### src/logic/ccmc_pkg.sv
// constants and types shared by the capacitor code mode control block
package ccmc_pkg;
  // capacitor code geometry
  localparam int CODE_W = 9;
  localparam int NIB_W = 4;
  localparam int NIB_AW = 2;
  localparam logic [CODE_W-1:0] CODE_MIN = 9'h000;
  localparam logic [CODE_W-1:0] CODE_MAX = 9'h1FF;
  // non-volatile nibble addresses
  localparam logic [NIB_AW-1:0] NIB_ADDR_HI = 2'h2;
  localparam logic [NIB_AW-1:0] NIB_ADDR_MID = 2'h1;
  localparam logic [NIB_AW-1:0] NIB_ADDR_LO = 2'h0;
  // serial command word layout: {address byte, first config byte, second config byte}
  localparam int CMD_W = 24;
  localparam int ADDR_BYTE_LSB = 16;
  localparam int CFG1_LSB = 8;
  localparam int CFG0_LSB = 0;
  localparam int RW_BIT = 0;
  localparam int CFG1_SEL_BIT = 7;
  localparam int CFG1_NIB_MSB = 6;
  localparam int CFG1_NIB_LSB = 5;
  localparam int CFG1_SETNV_BIT = 4;
  localparam int CFG1_CODE8_BIT = 0;
  localparam logic SEL_PERSISTENT = 1'b1;
  localparam logic SEL_VOLATILE = 1'b0;
  localparam logic RW_WRITE = 1'b0;
  // register byte offsets
  localparam int AXI_AW = 8;
  localparam logic [AXI_AW-1:0] OFS_CMD = 8'h00;
  localparam logic [AXI_AW-1:0] OFS_STATUS = 8'h04;
  localparam logic [AXI_AW-1:0] OFS_VCODE = 8'h08;
  localparam logic [AXI_AW-1:0] OFS_PCODE = 8'h0C;
  localparam logic [AXI_AW-1:0] OFS_DEVADDR = 8'h10;
  localparam logic [AXI_AW-1:0] OFS_REJECT = 8'h14;
  // status field positions
  localparam int ST_CODE_LSB = 0;
  localparam int ST_MODE_BIT = 16;
  // reset values
  localparam logic [CODE_W-1:0] VCODE_RST = 9'h000;
  localparam logic MODE_RST = 1'b1;
  localparam logic [15:0] REJECT_RST = 16'h0000;
  // bus answers
  localparam logic [1:0] RESP_OKAY = 2'h0;
  localparam logic [1:0] RESP_SLVERR = 2'h2;
  localparam logic [3:0] STRB_CMD = 4'h7;
  typedef enum logic [2:0] {
    CCMC_CMD_NONE,
    CCMC_CMD_VWRITE,
    CCMC_CMD_PWRITE,
    CCMC_CMD_SETNV,
    CCMC_CMD_BAD
  } ccmc_cmd_e;
  typedef enum logic [2:0] {
    CCMC_REG_CMD,
    CCMC_REG_STATUS,
    CCMC_REG_VCODE,
    CCMC_REG_PCODE,
    CCMC_REG_DEVADDR,
    CCMC_REG_REJECT,
    CCMC_REG_NONE
  } ccmc_reg_e;
endpackage

### src/logic/ccmc_nv_store.sv
// three-nibble persistent code store with registered read data
`timescale 1ns/100ps
module ccmc_pcode_store
  import ccmc_pkg::*;
#(
  parameter logic [CODE_W-1:0] INIT_CODE = 9'h100
) (
  input wire logic clk,
  input wire logic wr_en,
  input wire logic [NIB_AW-1:0] wr_addr,
  input wire logic [NIB_W-1:0] wr_data,
  output logic [CODE_W-1:0] rd_code
);
  logic [NIB_W-1:0] nib_q [0:2];

  // contents model persistence, so no reset touches them
  initial begin
    nib_q[0] = INIT_CODE[3:0];
    nib_q[1] = INIT_CODE[7:4];
    nib_q[2] = {3'h0, INIT_CODE[8]};
  end

  // each nibble written on its own, others keep their value
  always_ff @(posedge clk) begin
    if (wr_en && wr_addr <= NIB_ADDR_HI) begin
      nib_q[wr_addr] <= wr_data;
    end
  end

  // assembled code, read out of a register
  always_ff @(posedge clk) begin
    rd_code <= {nib_q[NIB_ADDR_HI][0], nib_q[NIB_ADDR_MID], nib_q[NIB_ADDR_LO]};
  end
endmodule // ccmc_pcode_store

### src/logic/ccmc_cmd_decode.sv
// decodes one serial write command word into its action
`timescale 1ns/100ps
module ccmc_cmd_decode
  import ccmc_pkg::*;
(
  input wire logic [CMD_W-1:0] cmd,
  input wire logic [6:0] dev_addr,
  output ccmc_cmd_e kind,
  output logic [CODE_W-1:0] vcode,
  output logic [NIB_AW-1:0] nib_addr,
  output logic [NIB_W-1:0] nib_data
);
  logic [7:0] addr_byte;
  logic [7:0] cfg1;
  logic [7:0] cfg0;

  assign addr_byte = cmd[ADDR_BYTE_LSB +: 8];
  assign cfg1 = cmd[CFG1_LSB +: 8];
  assign cfg0 = cmd[CFG0_LSB +: 8];
  // code bit 8 rides in the first byte, bits 7..0 in the second
  assign vcode = {cfg1[CFG1_CODE8_BIT], cfg0};
  assign nib_addr = cfg1[CFG1_NIB_MSB:CFG1_NIB_LSB];
  assign nib_data = cfg0[NIB_W-1:0];

  // foreign address or read bit decodes to no action; the command readback still records it
  always_comb begin
    kind = CCMC_CMD_NONE;
    if (addr_byte[7:1] == dev_addr && addr_byte[RW_BIT] == RW_WRITE) begin
      if (cfg1[CFG1_SEL_BIT] == SEL_VOLATILE) begin
        kind = CCMC_CMD_VWRITE;
      end else if (cfg1[CFG1_SETNV_BIT]) begin
        kind = CCMC_CMD_SETNV;
      end else if (nib_addr <= NIB_ADDR_HI) begin
        kind = CCMC_CMD_PWRITE;
      end else begin
        kind = CCMC_CMD_BAD;
      end
    end
  end
endmodule // ccmc_cmd_decode

### src/logic/ccmc_top.sv
// capacitor code mode control: mode flag, code sources and register slave
//
// Decided for this implementation: the address map and register access over AXI4-Lite.
`timescale 1ns/100ps
module ccmc_top
  import ccmc_pkg::*;
#(
  parameter logic [6:0] DEV_ADDR = 7'h2A, // arbitrary value
  parameter logic [CODE_W-1:0] PCODE_INIT = 9'h100
) (
  input wire logic CLK,
  input wire logic RST_N,
  input wire logic [AXI_AW-1:0] S_AXI_AWADDR,
  input wire logic [2:0] S_AXI_AWPROT,
  input wire logic S_AXI_AWVALID,
  output logic S_AXI_AWREADY,
  input wire logic [31:0] S_AXI_WDATA,
  input wire logic [3:0] S_AXI_WSTRB,
  input wire logic S_AXI_WVALID,
  output logic S_AXI_WREADY,
  output logic [1:0] S_AXI_BRESP,
  output logic S_AXI_BVALID,
  input wire logic S_AXI_BREADY,
  input wire logic [AXI_AW-1:0] S_AXI_ARADDR,
  input wire logic [2:0] S_AXI_ARPROT,
  input wire logic S_AXI_ARVALID,
  output logic S_AXI_ARREADY,
  output logic [31:0] S_AXI_RDATA,
  output logic [1:0] S_AXI_RRESP,
  output logic S_AXI_RVALID,
  input wire logic S_AXI_RREADY,
  output logic [CODE_W-1:0] CAPACITOR_CODE,
  output logic PERSISTENT_MODE
);
  // map a byte address onto a register, shared by both directions
  function automatic ccmc_reg_e reg_of(input logic [AXI_AW-1:0] a);
    case (a)
      OFS_CMD: reg_of = CCMC_REG_CMD;
      OFS_STATUS: reg_of = CCMC_REG_STATUS;
      OFS_VCODE: reg_of = CCMC_REG_VCODE;
      OFS_PCODE: reg_of = CCMC_REG_PCODE;
      OFS_DEVADDR: reg_of = CCMC_REG_DEVADDR;
      OFS_REJECT: reg_of = CCMC_REG_REJECT;
      default: reg_of = CCMC_REG_NONE;
    endcase
  endfunction

  // write channel holding state
  logic aw_held_q;
  logic w_held_q;
  logic [AXI_AW-1:0] awaddr_q;
  logic [31:0] wdata_q;
  logic [3:0] wstrb_q;
  logic awready_q;
  logic wready_q;
  logic bvalid_q;
  logic [1:0] bresp_q;
  logic aw_fire;
  logic w_fire;
  logic wr_go;
  logic aw_held_d;
  logic w_held_d;
  ccmc_reg_e wr_reg;

  // read channel state
  logic arready_q;
  logic rvalid_q;
  logic [31:0] rdata_q;
  logic [1:0] rresp_q;
  logic ar_fire;
  ccmc_reg_e rd_reg;
  logic [31:0] rd_word;

  // block state
  logic [CODE_W-1:0] vcode_q;
  logic pmode_q;
  logic [CODE_W-1:0] cap_code_q;
  logic [CMD_W-1:0] last_cmd_q;
  logic [15:0] reject_q;
  logic [CODE_W-1:0] pcode;
  logic cmd_go;
  ccmc_cmd_e cmd_kind;
  logic [CODE_W-1:0] cmd_vcode;
  logic [NIB_AW-1:0] cmd_nib_addr;
  logic [NIB_W-1:0] cmd_nib_data;
  logic pstore_wr;
  logic do_vwrite;
  logic do_setnv;
  logic do_reject;

  // handshake terms
  assign aw_fire = S_AXI_AWVALID && awready_q;
  assign w_fire = S_AXI_WVALID && wready_q;
  assign wr_go = aw_held_q && w_held_q && !bvalid_q;
  assign wr_reg = reg_of(awaddr_q);
  assign ar_fire = S_AXI_ARVALID && arready_q;
  assign rd_reg = reg_of(S_AXI_ARADDR);

  // next holding flags; a channel reopens once its item is consumed
  always_comb begin
    aw_held_d = aw_held_q;
    w_held_d = w_held_q;
    if (wr_go) begin
      aw_held_d = 1'b0;
      w_held_d = 1'b0;
    end
    if (aw_fire) begin
      aw_held_d = 1'b1;
    end
    if (w_fire) begin
      w_held_d = 1'b1;
    end
  end

  // address parked until the write executes; either order is fine
  always_ff @(posedge CLK) begin
    if (!RST_N) begin
      aw_held_q <= 1'b0;
    end else begin
      aw_held_q <= aw_held_d;
    end
  end

  // data parked until the write executes
  always_ff @(posedge CLK) begin
    if (!RST_N) begin
      w_held_q <= 1'b0;
    end else begin
      w_held_q <= w_held_d;
    end
  end

  // address channel open only while no address is parked
  always_ff @(posedge CLK) begin
    if (!RST_N) begin
      awready_q <= 1'b0;
    end else begin
      awready_q <= !aw_held_d;
    end
  end

  // data channel open only while no data is parked
  always_ff @(posedge CLK) begin
    if (!RST_N) begin
      wready_q <= 1'b0;
    end else begin
      wready_q <= !w_held_d;
    end
  end

  // address payload, no reset needed since flags guard its use
  always_ff @(posedge CLK) begin
    if (aw_fire) begin
      awaddr_q <= S_AXI_AWADDR;
    end
  end

  // data payload and strobes, guarded the same way
  always_ff @(posedge CLK) begin
    if (w_fire) begin
      wdata_q <= S_AXI_WDATA;
      wstrb_q <= S_AXI_WSTRB;
    end
  end

  // write answer stands until the master takes it
  always_ff @(posedge CLK) begin
    if (!RST_N) begin
      bvalid_q <= 1'b0;
    end else if (wr_go) begin
      bvalid_q <= 1'b1;
    end else if (bvalid_q && S_AXI_BREADY) begin
      bvalid_q <= 1'b0;
    end
  end

  // unmapped or read-only targets answer with an error
  always_ff @(posedge CLK) begin
    if (!RST_N) begin
      bresp_q <= RESP_OKAY;
    end else if (wr_go) begin
      bresp_q <= (wr_reg == CCMC_REG_CMD) ? RESP_OKAY : RESP_SLVERR;
    end
  end

  // a command runs only when all three bytes arrive in one write
  assign cmd_go = wr_go && wr_reg == CCMC_REG_CMD && (wstrb_q & STRB_CMD) == STRB_CMD;

  // one strobe per executed command kind, so no two kinds can overlap
  assign do_vwrite = cmd_go && cmd_kind == CCMC_CMD_VWRITE;
  assign do_setnv = cmd_go && cmd_kind == CCMC_CMD_SETNV;
  assign do_reject = cmd_go && cmd_kind == CCMC_CMD_BAD;

  ccmc_cmd_decode u_decode (
    .cmd(wdata_q[CMD_W-1:0]),
    .dev_addr(DEV_ADDR),
    .kind(cmd_kind),
    .vcode(cmd_vcode),
    .nib_addr(cmd_nib_addr),
    .nib_data(cmd_nib_data)
  );

  assign pstore_wr = cmd_go && cmd_kind == CCMC_CMD_PWRITE;

  // erase is simply a zero nibble; programming time is the master's to respect
  ccmc_pcode_store #(
    .INIT_CODE(PCODE_INIT)
  ) u_store (
    .clk(CLK),
    .wr_en(pstore_wr),
    .wr_addr(cmd_nib_addr),
    .wr_data(cmd_nib_data),
    .rd_code(pcode)
  );

  // volatile code register, cleared like a power cycle
  always_ff @(posedge CLK) begin
    if (!RST_N) begin
      vcode_q <= VCODE_RST;
    end else if (do_vwrite) begin
      vcode_q <= cmd_vcode;
    end
  end

  // mode flag: set means persistent source; a write and set-mode never coincide
  always_ff @(posedge CLK) begin
    if (!RST_N) begin
      pmode_q <= MODE_RST;
    end else if (do_vwrite) begin
      pmode_q <= 1'b0;
    end else if (do_setnv) begin
      pmode_q <= 1'b1;
    end
  end

  // source multiplexer; one register stage keeps the output glitch free
  always_ff @(posedge CLK) begin
    if (!RST_N) begin
      cap_code_q <= CODE_MIN;
    end else begin
      cap_code_q <= pmode_q ? pcode : vcode_q;
    end
  end

  // last accepted command word, for software readback
  always_ff @(posedge CLK) begin
    if (!RST_N) begin
      last_cmd_q <= '0;
    end else if (cmd_go) begin
      last_cmd_q <= wdata_q[CMD_W-1:0];
    end
  end

  // counts commands for this device that name a nibble beyond the top one
  always_ff @(posedge CLK) begin
    if (!RST_N) begin
      reject_q <= REJECT_RST;
    end else if (do_reject && reject_q != 16'hFFFF) begin
      reject_q <= reject_q + 16'h0001;
    end
  end

  // read multiplexer, unused bits read as zero
  always_comb begin
    rd_word = 32'h0000_0000;
    case (rd_reg)
      CCMC_REG_CMD: rd_word[CMD_W-1:0] = last_cmd_q;
      CCMC_REG_STATUS: begin
        rd_word[ST_CODE_LSB +: CODE_W] = cap_code_q;
        rd_word[ST_MODE_BIT] = pmode_q;
      end
      CCMC_REG_VCODE: rd_word[CODE_W-1:0] = vcode_q;
      CCMC_REG_PCODE: rd_word[CODE_W-1:0] = pcode;
      CCMC_REG_DEVADDR: rd_word[6:0] = DEV_ADDR;
      CCMC_REG_REJECT: rd_word[15:0] = reject_q;
      default: rd_word = 32'h0000_0000;
    endcase
  end

  // one read in flight; address channel closes until data is taken
  always_ff @(posedge CLK) begin
    if (!RST_N) begin
      arready_q <= 1'b0;
    end else if (ar_fire) begin
      arready_q <= 1'b0;
    end else if (!rvalid_q || S_AXI_RREADY) begin
      arready_q <= 1'b1;
    end
  end

  // read answer stands until the master takes it
  always_ff @(posedge CLK) begin
    if (!RST_N) begin
      rvalid_q <= 1'b0;
    end else if (ar_fire) begin
      rvalid_q <= 1'b1;
    end else if (rvalid_q && S_AXI_RREADY) begin
      rvalid_q <= 1'b0;
    end
  end

  // read word frozen when the address is taken, so later writes cannot tear it
  always_ff @(posedge CLK) begin
    if (!RST_N) begin
      rdata_q <= 32'h0000_0000;
    end else if (ar_fire) begin
      rdata_q <= rd_word;
    end
  end

  // unmapped offsets answer with an error and zero data
  always_ff @(posedge CLK) begin
    if (!RST_N) begin
      rresp_q <= RESP_OKAY;
    end else if (ar_fire) begin
      rresp_q <= (rd_reg == CCMC_REG_NONE) ? RESP_SLVERR : RESP_OKAY;
    end
  end

  // every output straight from a flip-flop
  assign S_AXI_AWREADY = awready_q;
  assign S_AXI_WREADY = wready_q;
  assign S_AXI_BVALID = bvalid_q;
  assign S_AXI_BRESP = bresp_q;
  assign S_AXI_ARREADY = arready_q;
  assign S_AXI_RVALID = rvalid_q;
  assign S_AXI_RDATA = rdata_q;
  assign S_AXI_RRESP = rresp_q;
  assign CAPACITOR_CODE = cap_code_q;
  assign PERSISTENT_MODE = pmode_q;
endmodule // ccmc_top

### config.mk
export PLATFORM = sky130hd
export DESIGN_NAME = ccmc_top
export DESIGN_NICKNAME = d
export VERILOG_FILES = /design/src/logic/ccmc_pkg.sv /design/src/logic/ccmc_nv_store.sv /design/src/logic/ccmc_cmd_decode.sv /design/src/logic/ccmc_top.sv
export SDC_FILE = /design/constraint.sdc
export NUM_CORES = 1
export LEC_CHECK = 0
export ABC_CLOCK_PERIOD_IN_PS = 3500
export BUFFER_PORTS_ARGS = -buffer_cell sky130_fd_sc_hd__buf_2
export CORE_UTILIZATION = 54
export CTS_CLUSTER_DIAMETER = 200
export DETAILED_ROUTE_END_ITERATION = 16
export HOLD_SLACK_MARGIN = 0.15
export PLACE_DENSITY = 0.89
export SYNTH_ARGS = -nofsm -noshare
export SYNTH_HDL_FRONTEND = slang
export SYNTH_SLANG_ARGS = --single-unit
### constraint.sdc
create_clock -name CLK -period 3.5 [get_ports CLK]
set_input_delay 0.7 -clock CLK [delete_from_list [all_inputs] [get_ports CLK]]
set_output_delay 0.7 -clock CLK [all_outputs]
set_load 0.05 [all_outputs]
# Word level (Yosys, flattened, before mapping)
# Memory sizes are Yosys's and may differ from the RTL's. A register that Yosys moved wholly into a read port is not among the register bits.
# Cells that the tools add are included.
# op_classes
add_sub_neg	1
n_mul	0
div	0
magnitude_cmp	1
eq_ne	23
n_shift	0
n_mux	26
bitwise_logic	2
reduce_logical	29
# op_table
operator	count
$pmux W7 S6	1
$pmux W3 S6	2
$eq A8 B4 Y1 const B	4
$eq A8 B5 Y1 const B	4
$add A16 B1 Y16 const B	1
$eq A8 B3 Y1 const B	2
$logic_and A1 B1 Y1	16
$logic_not A8 Y1	2
$ne A16 B16 Y1 const B	1
$eq A3 B3 Y1 const B	5
$pmux W7 S2	1
$eq A3 B2 Y1 const B	4
$mux W1	12
$mux W3	4
$pmux W2 S5	1
$mux W9	1
$eq A7 B6 Y1 const B	1
$mux W7	1
$eq A3 B1 Y1 const B	2
$logic_not A3 Y1	2
$reduce_bool A2 Y1	3
$logic_not A1 Y1	4
$mux W2	2
$le A2 B2 Y1 const B	1
4 further kinds	5
# word_totals
reg_bits	129
latch_bits	0
mem_bits_rw	12
rom_bits	0
input_bits	65
out_inout_bits	51
mem_count	1
# mem_list
memory	depth	width	read_ports	rd_ports_with_merged_regs	wr	line	source
u_store.nib_q	3	4	3	3	1	ccmc_nv_store.sv:14	logic [NIB_W-1:0] nib_q [0:2];

# Longest topological paths before layout
# logic_depth
depth_word	10
ltp_mapped	10
depth_no_buf	9

# Cells and area by module
# A second synthesis with hierarchy kept.
# hier_totals
cells_unflattened	588
hier_area_um2	5947.0
# modules_own_cells
mod	instances	cells_per_inst	area_each_um2
ccmc_top	1	536	5236.3
ccmc_pcode_store	1	21	480.5
ccmc_cmd_decode	1	31	230.2

# Worst setup path after synthesis
# No wires, ideal clock.
# synth_timing
kind	input port to flip-flop
startpoint	input port S_AXI_ARADDR[7]
endpoint	register rdata_q[6], in the netlist S_AXI_RDATA[6]
setup_ps	80
arrival_ps	2707
required_time_ps	3420
setup_slack_ps	712
path_stages	10
path_buffers	2
cell_sequence	or4_1 > nor2_1 > nand3b_1 > ha_1 > clkbuf_1 > nand3b_1 > nor3_1 > clkbuf_1 > a22oi_1 > a22oi_1
# synth_via
elab_chain_len	4
# synth_lines
item	line	source
start, declared	ccmc_top.sv:24	input wire logic [AXI_AW-1:0] S_AXI_ARADDR,
$eq A8 B5 Y1 (tied with other cells)	ccmc_top.sv:37	case (a)
$pmux W3 S6 (*)	ccmc_top.sv:37	
$eq A3 B3 Y1 (tied with other cells)	ccmc_top.sv:266	case (rd_reg)
$pmux W7 S6 (*)	ccmc_top.sv:266	
end signal, assigned	ccmc_top.sv:307	rdata_q <= rd_word;
end, declared	ccmc_top.sv:68	logic [31:0] rdata_q;
# Every way passes the cells marked *; elsewhere a longest branch is shown, timed or not.
# A chain may end at the register's enable or synchronous reset.

# Final worst setup path
# layout_timing
startpoint	input port S_AXI_ARADDR[6]
endpoint	register rdata_q[17], in the netlist S_AXI_RDATA[17]
# layout_via
elab_chain_len	4
# layout_lines
item	line
$eq A8 B5 Y1 (tied with other cells)	ccmc_top.sv:37
$pmux W3 S6 (*)	ccmc_top.sv:37
$logic_not A3 Y1 (*)	ccmc_top.sv:266
$mux W7 (*)	ccmc_top.sv:266
# Marked as above.

==> impl_metrics.py <==
metrics = {
    "floorplanning": {
        "rows": 37,
        "die-area_sq_mm": 0.0109,
        "io_pins": 116,
        "die_x_um": 105,
        "die_h_um": 105,
        "core_area_sq_mm": 0.0103,
        "floorplan.initialDensity_pct": 55.2,
    },
    "synthesis": {
        "synth_enable_flop_cells": 44,
        "yosys.area.top_type_share_pct": 35.6,
        "netlist_area_sq_mm": 0.00568,
        "yosysTopAreaCell": "dfxtp_1",
        "ys_seq_elements": 145,
        "synthCells": 509,
        "ys_warn_count": 0,
        "avgSynthCellArea_sq_um": 11.2,
        "synth-main-ff-cell": "dfxtp_1",
        "yosysUniqueCellTypes": 57,
        "synth-async-reset-ratio_pct": 0,
        "seq_area_frac_synth_pct": 58.9,
        "synth.area.top_cells": "dfxtp_1 36%, edfxtp_1 23%, mux2i_1 8.5%",
    },
    "finish": {
        "n_antenna_cell": 0,
        "seqCellArea_sq_mm": 0.00334,
        "drive_gt1_share_pct": 23.2,
        "n_fill_cell": 737,
        "syn_to_final_growth_pct": 19.4,
        "final_area_sq_mm": 0.00678,
        "nets": 667,
        "multi_input_area_sq_mm": 0.00215,
    },
    "clock_network": {
        "cts-resized-gates": 0,
        "cts-root-buf": "clkbuf_8",
        "cts_setup_buffers": 0,
        "clk_pin_slew_ps": 70,
        "cts.sinks": 145,
        "cts_buffers": 17,
        "cts_tree": "yes",
        "insertion_delay_ps": 530,
        "hold_buffers": 0,
        "clock_path_buffers": 2,
        "htree_levels": 4,
    },
    "global_route": {
        "grt_max_degree": 60,
        "grt_pass1_vias": 4215,
        "grt_overflow_total": 0,
        "antenna_found_initial": 0,
        "grt_use_total_pct": 24.1,
        "grt_pass1_wl_mm": 20.2,
    },
    "setup_path": {
        "critPathMaxStageDelay_ps": 510,
        "reg2reg_to": "reject_q[7]",
        "crit_end": "S_AXI_RDATA[17]",
        "cp_data_arrival_time_ps": 3110,
        "path_max_fanout": 12,
        "critical_path.startpoint_type": "primary input",
        "rr_startpoint": "awaddr_q[5]",
        "cp-startpoint": "S_AXI_ARADDR[6]",
        "crit_slowest_cell": "nor2b_1",
        "path_buf_inv": 1,
        "r2r_slack_ps": 1070,
        "worst-path-stages": 9,
        "r2r_cells": 6,
        "endpoint_kind": "register",
        "crit_family": "simple AND/OR/NAND/NOR gates",
        "worstPathCellList": "buf_2 -> or4_1 -> nor2_1 -> nand3b_1 -> ha_1 -> a31oi_1 -> o211ai_1 -> nor2b_1 -> a22o_1",
        "crit_type": "in2reg",
        "critPathRequiredTime_ps": 3970,
    },
    "route": {
        "drc": 0,
        "wl_per_cell_um": 16.7,
        "wl_mm": 12.5,
        "ant_nets": 0,
        "top_layer": "met4",
        "routed-wl-met2_mm": 6.00,
        "drt_iter0_drc": 309,
        "vias": 4412,
        "vias_per_cell": 5.89,
        "drtPass1Iterations": 6,
        "wl_met3_um": 967,
        "wl_met1_mm": 5.09,
    },
    "pwr": {
        "seqPwrFrac_pct": 48.4,
        "ir_drop_mv": 0.616,
        "leakage_nw": 2.82,
        "power_frac_clock_pct": 46.1,
        "p_sw_mw": 0.860,
        "power.density_mw_per_mm2": 546,
        "p_sw_share_pct": 23.2,
        "p_int_mw": 2.84,
        "power_frac_comb_pct": 5.5,
    },
    "timing": {
        "period_share_pct": 75.4,
        "rsz0062_at_grt": "no",
        "hold_viol": 0,
        "tightest_slew_ps": 968,
        "finalSetupViolCount": 0,
        "final-max-slew-violation-count": 0,
        "fmax_mhz": 379,
        "maxSlewHeadroom_pct": 35.3,
        "finalSetupTns_ps": 0,
        "skew_ps": 9.71,
        "min_period_ps": 2640,
    },
    "placed_design": {
        "place.gp.congestion": 0.894,
        "placed_area_sq_mm": 0.00622,
        "io_buffers": 90,
        "hpwlAfterDp_mm": 8.58,
    },
    "run": {
        "cap_violations": 0,
    },
    "min_path": {
        "hold_class": "in2reg",
    },
    "status": {
        "status": "complete, no violations",
    },
}
metrics by stage:
step,cells,util (%),setup slack [ps],total power [mW],hold WS [ps]
after floorplan,518,-,712,1.97,323
after global placement,717,60.5,531,2.02,324
after detailed placement,717,60.5,397,2.03,330
after CTS,749,65.9,916,3.72,316
after global routing,749,65.9,794,3.81,309
final,749,65.9,863,3.70,338
layout make-up:
| type | count | share of cell area, % |
|---|---|---|
| repair buffers | 100 | 7.75 |
| well taps | 136 | 2.51 |
| clock inverters | 13 | 2.05 |
| inverters | 8 | 0.443 |
| flip-flops and latches | 145 | 49.3 |
| clock buffers | 19 | 6.22 |
| multi-input cells | 328 | 31.7 |
registers in the layout, summed over array words and instances (netlist names), 3 cells and up:
name and count:
S_AXI_RDATA 24, last_cmd_q 24, wdata_q 24, reject_q 16, CAPACITOR_CODE 9, u_store.nib_q 9
u_store.rd_code 9, vcode_q 9, awaddr_q 8, wstrb_q 3
layout by cell type (no fill, tap or decap), drive strengths merged, types with 5 or more instances in the layout:
master      n
and2        6
inv         9
nor2       56
nand3      10
mux2i      48
nor3b       5
clkinv      5
nand4       5
a221oi      7
o21ai      17
clkinvlp    5
edfxtp     44
clkbuf     19
a22oi       8
or4         9
and3        7
buf       100
o31ai       9
a21oi      19
nor3       10
mux2        8
nand2b      6
conb       10
a22o        8
nand2      26
or3         6
dfxtp     101
metal layers:
metal | global-route usage, % | up-vias
li1 | - | 2054
met1 | 28.8 | 2088
met2 | 39.1 | 229
met3 | 6.64 | 41
met4 | 13.7 | 0
met5 | 0 | -
logic make-up after synthesis:
| kind of cell | Yosys count | synth area share [%] |
|---|---|---|
| mux | 56 | 10.1 |
| compound gates | 97 | 11.8 |
| fa+ha+maj | 2 | 0.441 |
| other cells | 1 | 0.0661 |
| flops | 145 | 58.9 |
| simple gates | 163 | 14.9 |
| buf+inv | 45 | 3.86 |
how the worst min path moves through the flow:
stage / startpoint / end / slack (ps) / cells past startpoint
final: S_AXI_AWADDR[4] / awaddr_q[4] / 340 / 1
after floorplan: u_store.nib_q[0][0] / u_store.rd_code[0] / 320 / 0
after global placement: u_store.nib_q[0][1] / u_store.rd_code[1] / 320 / 0
after detailed placement: u_store.nib_q[1][1] / u_store.rd_code[5] / 330 / 0
after CTS: S_AXI_AWADDR[4] / awaddr_q[4] / 320 / 1
after global routing: S_AXI_AWADDR[0] / awaddr_q[0] / 310 / 1
synth_stat cells (3+ instances only):
cell type,count
dfxtp_1,101
nor2_1,56
mux2i_1,48
edfxtp_1,44
nand2_1,26
clkbuf_1,20
a21oi_1,19
o21ai_0,17
buf_4,11
nand3_1,10
nor3_1,10
o31ai_1,9
or4_1,9
a22o_1,8
a22oi_1,8
mux2_2,8
a221oi_1,7
and3_1,7
inv_1,7
and2_1,6
nand2b_1,6
nand4_1,5
nor3b_1,5
or3_1,5
a222oi_1,4
a31oi_1,4
buf_1,4
o22ai_1,4
nor2b_1,3
o32ai_1,3
power groups by stage:
stage / logic (mW) / registers (mW) / clock network, mW
floorplan: 0.0977 / 1.87 / 0
global placement: 0.196 / 1.82 / 0
detailed placement: 0.202 / 1.83 / 0
CTS: 0.203 / 1.79 / 1.72
global route: 0.216 / 1.79 / 1.80
finish: 0.203 / 1.79 / 1.70
No activity file was read; power rests on OpenSTA's default activity.
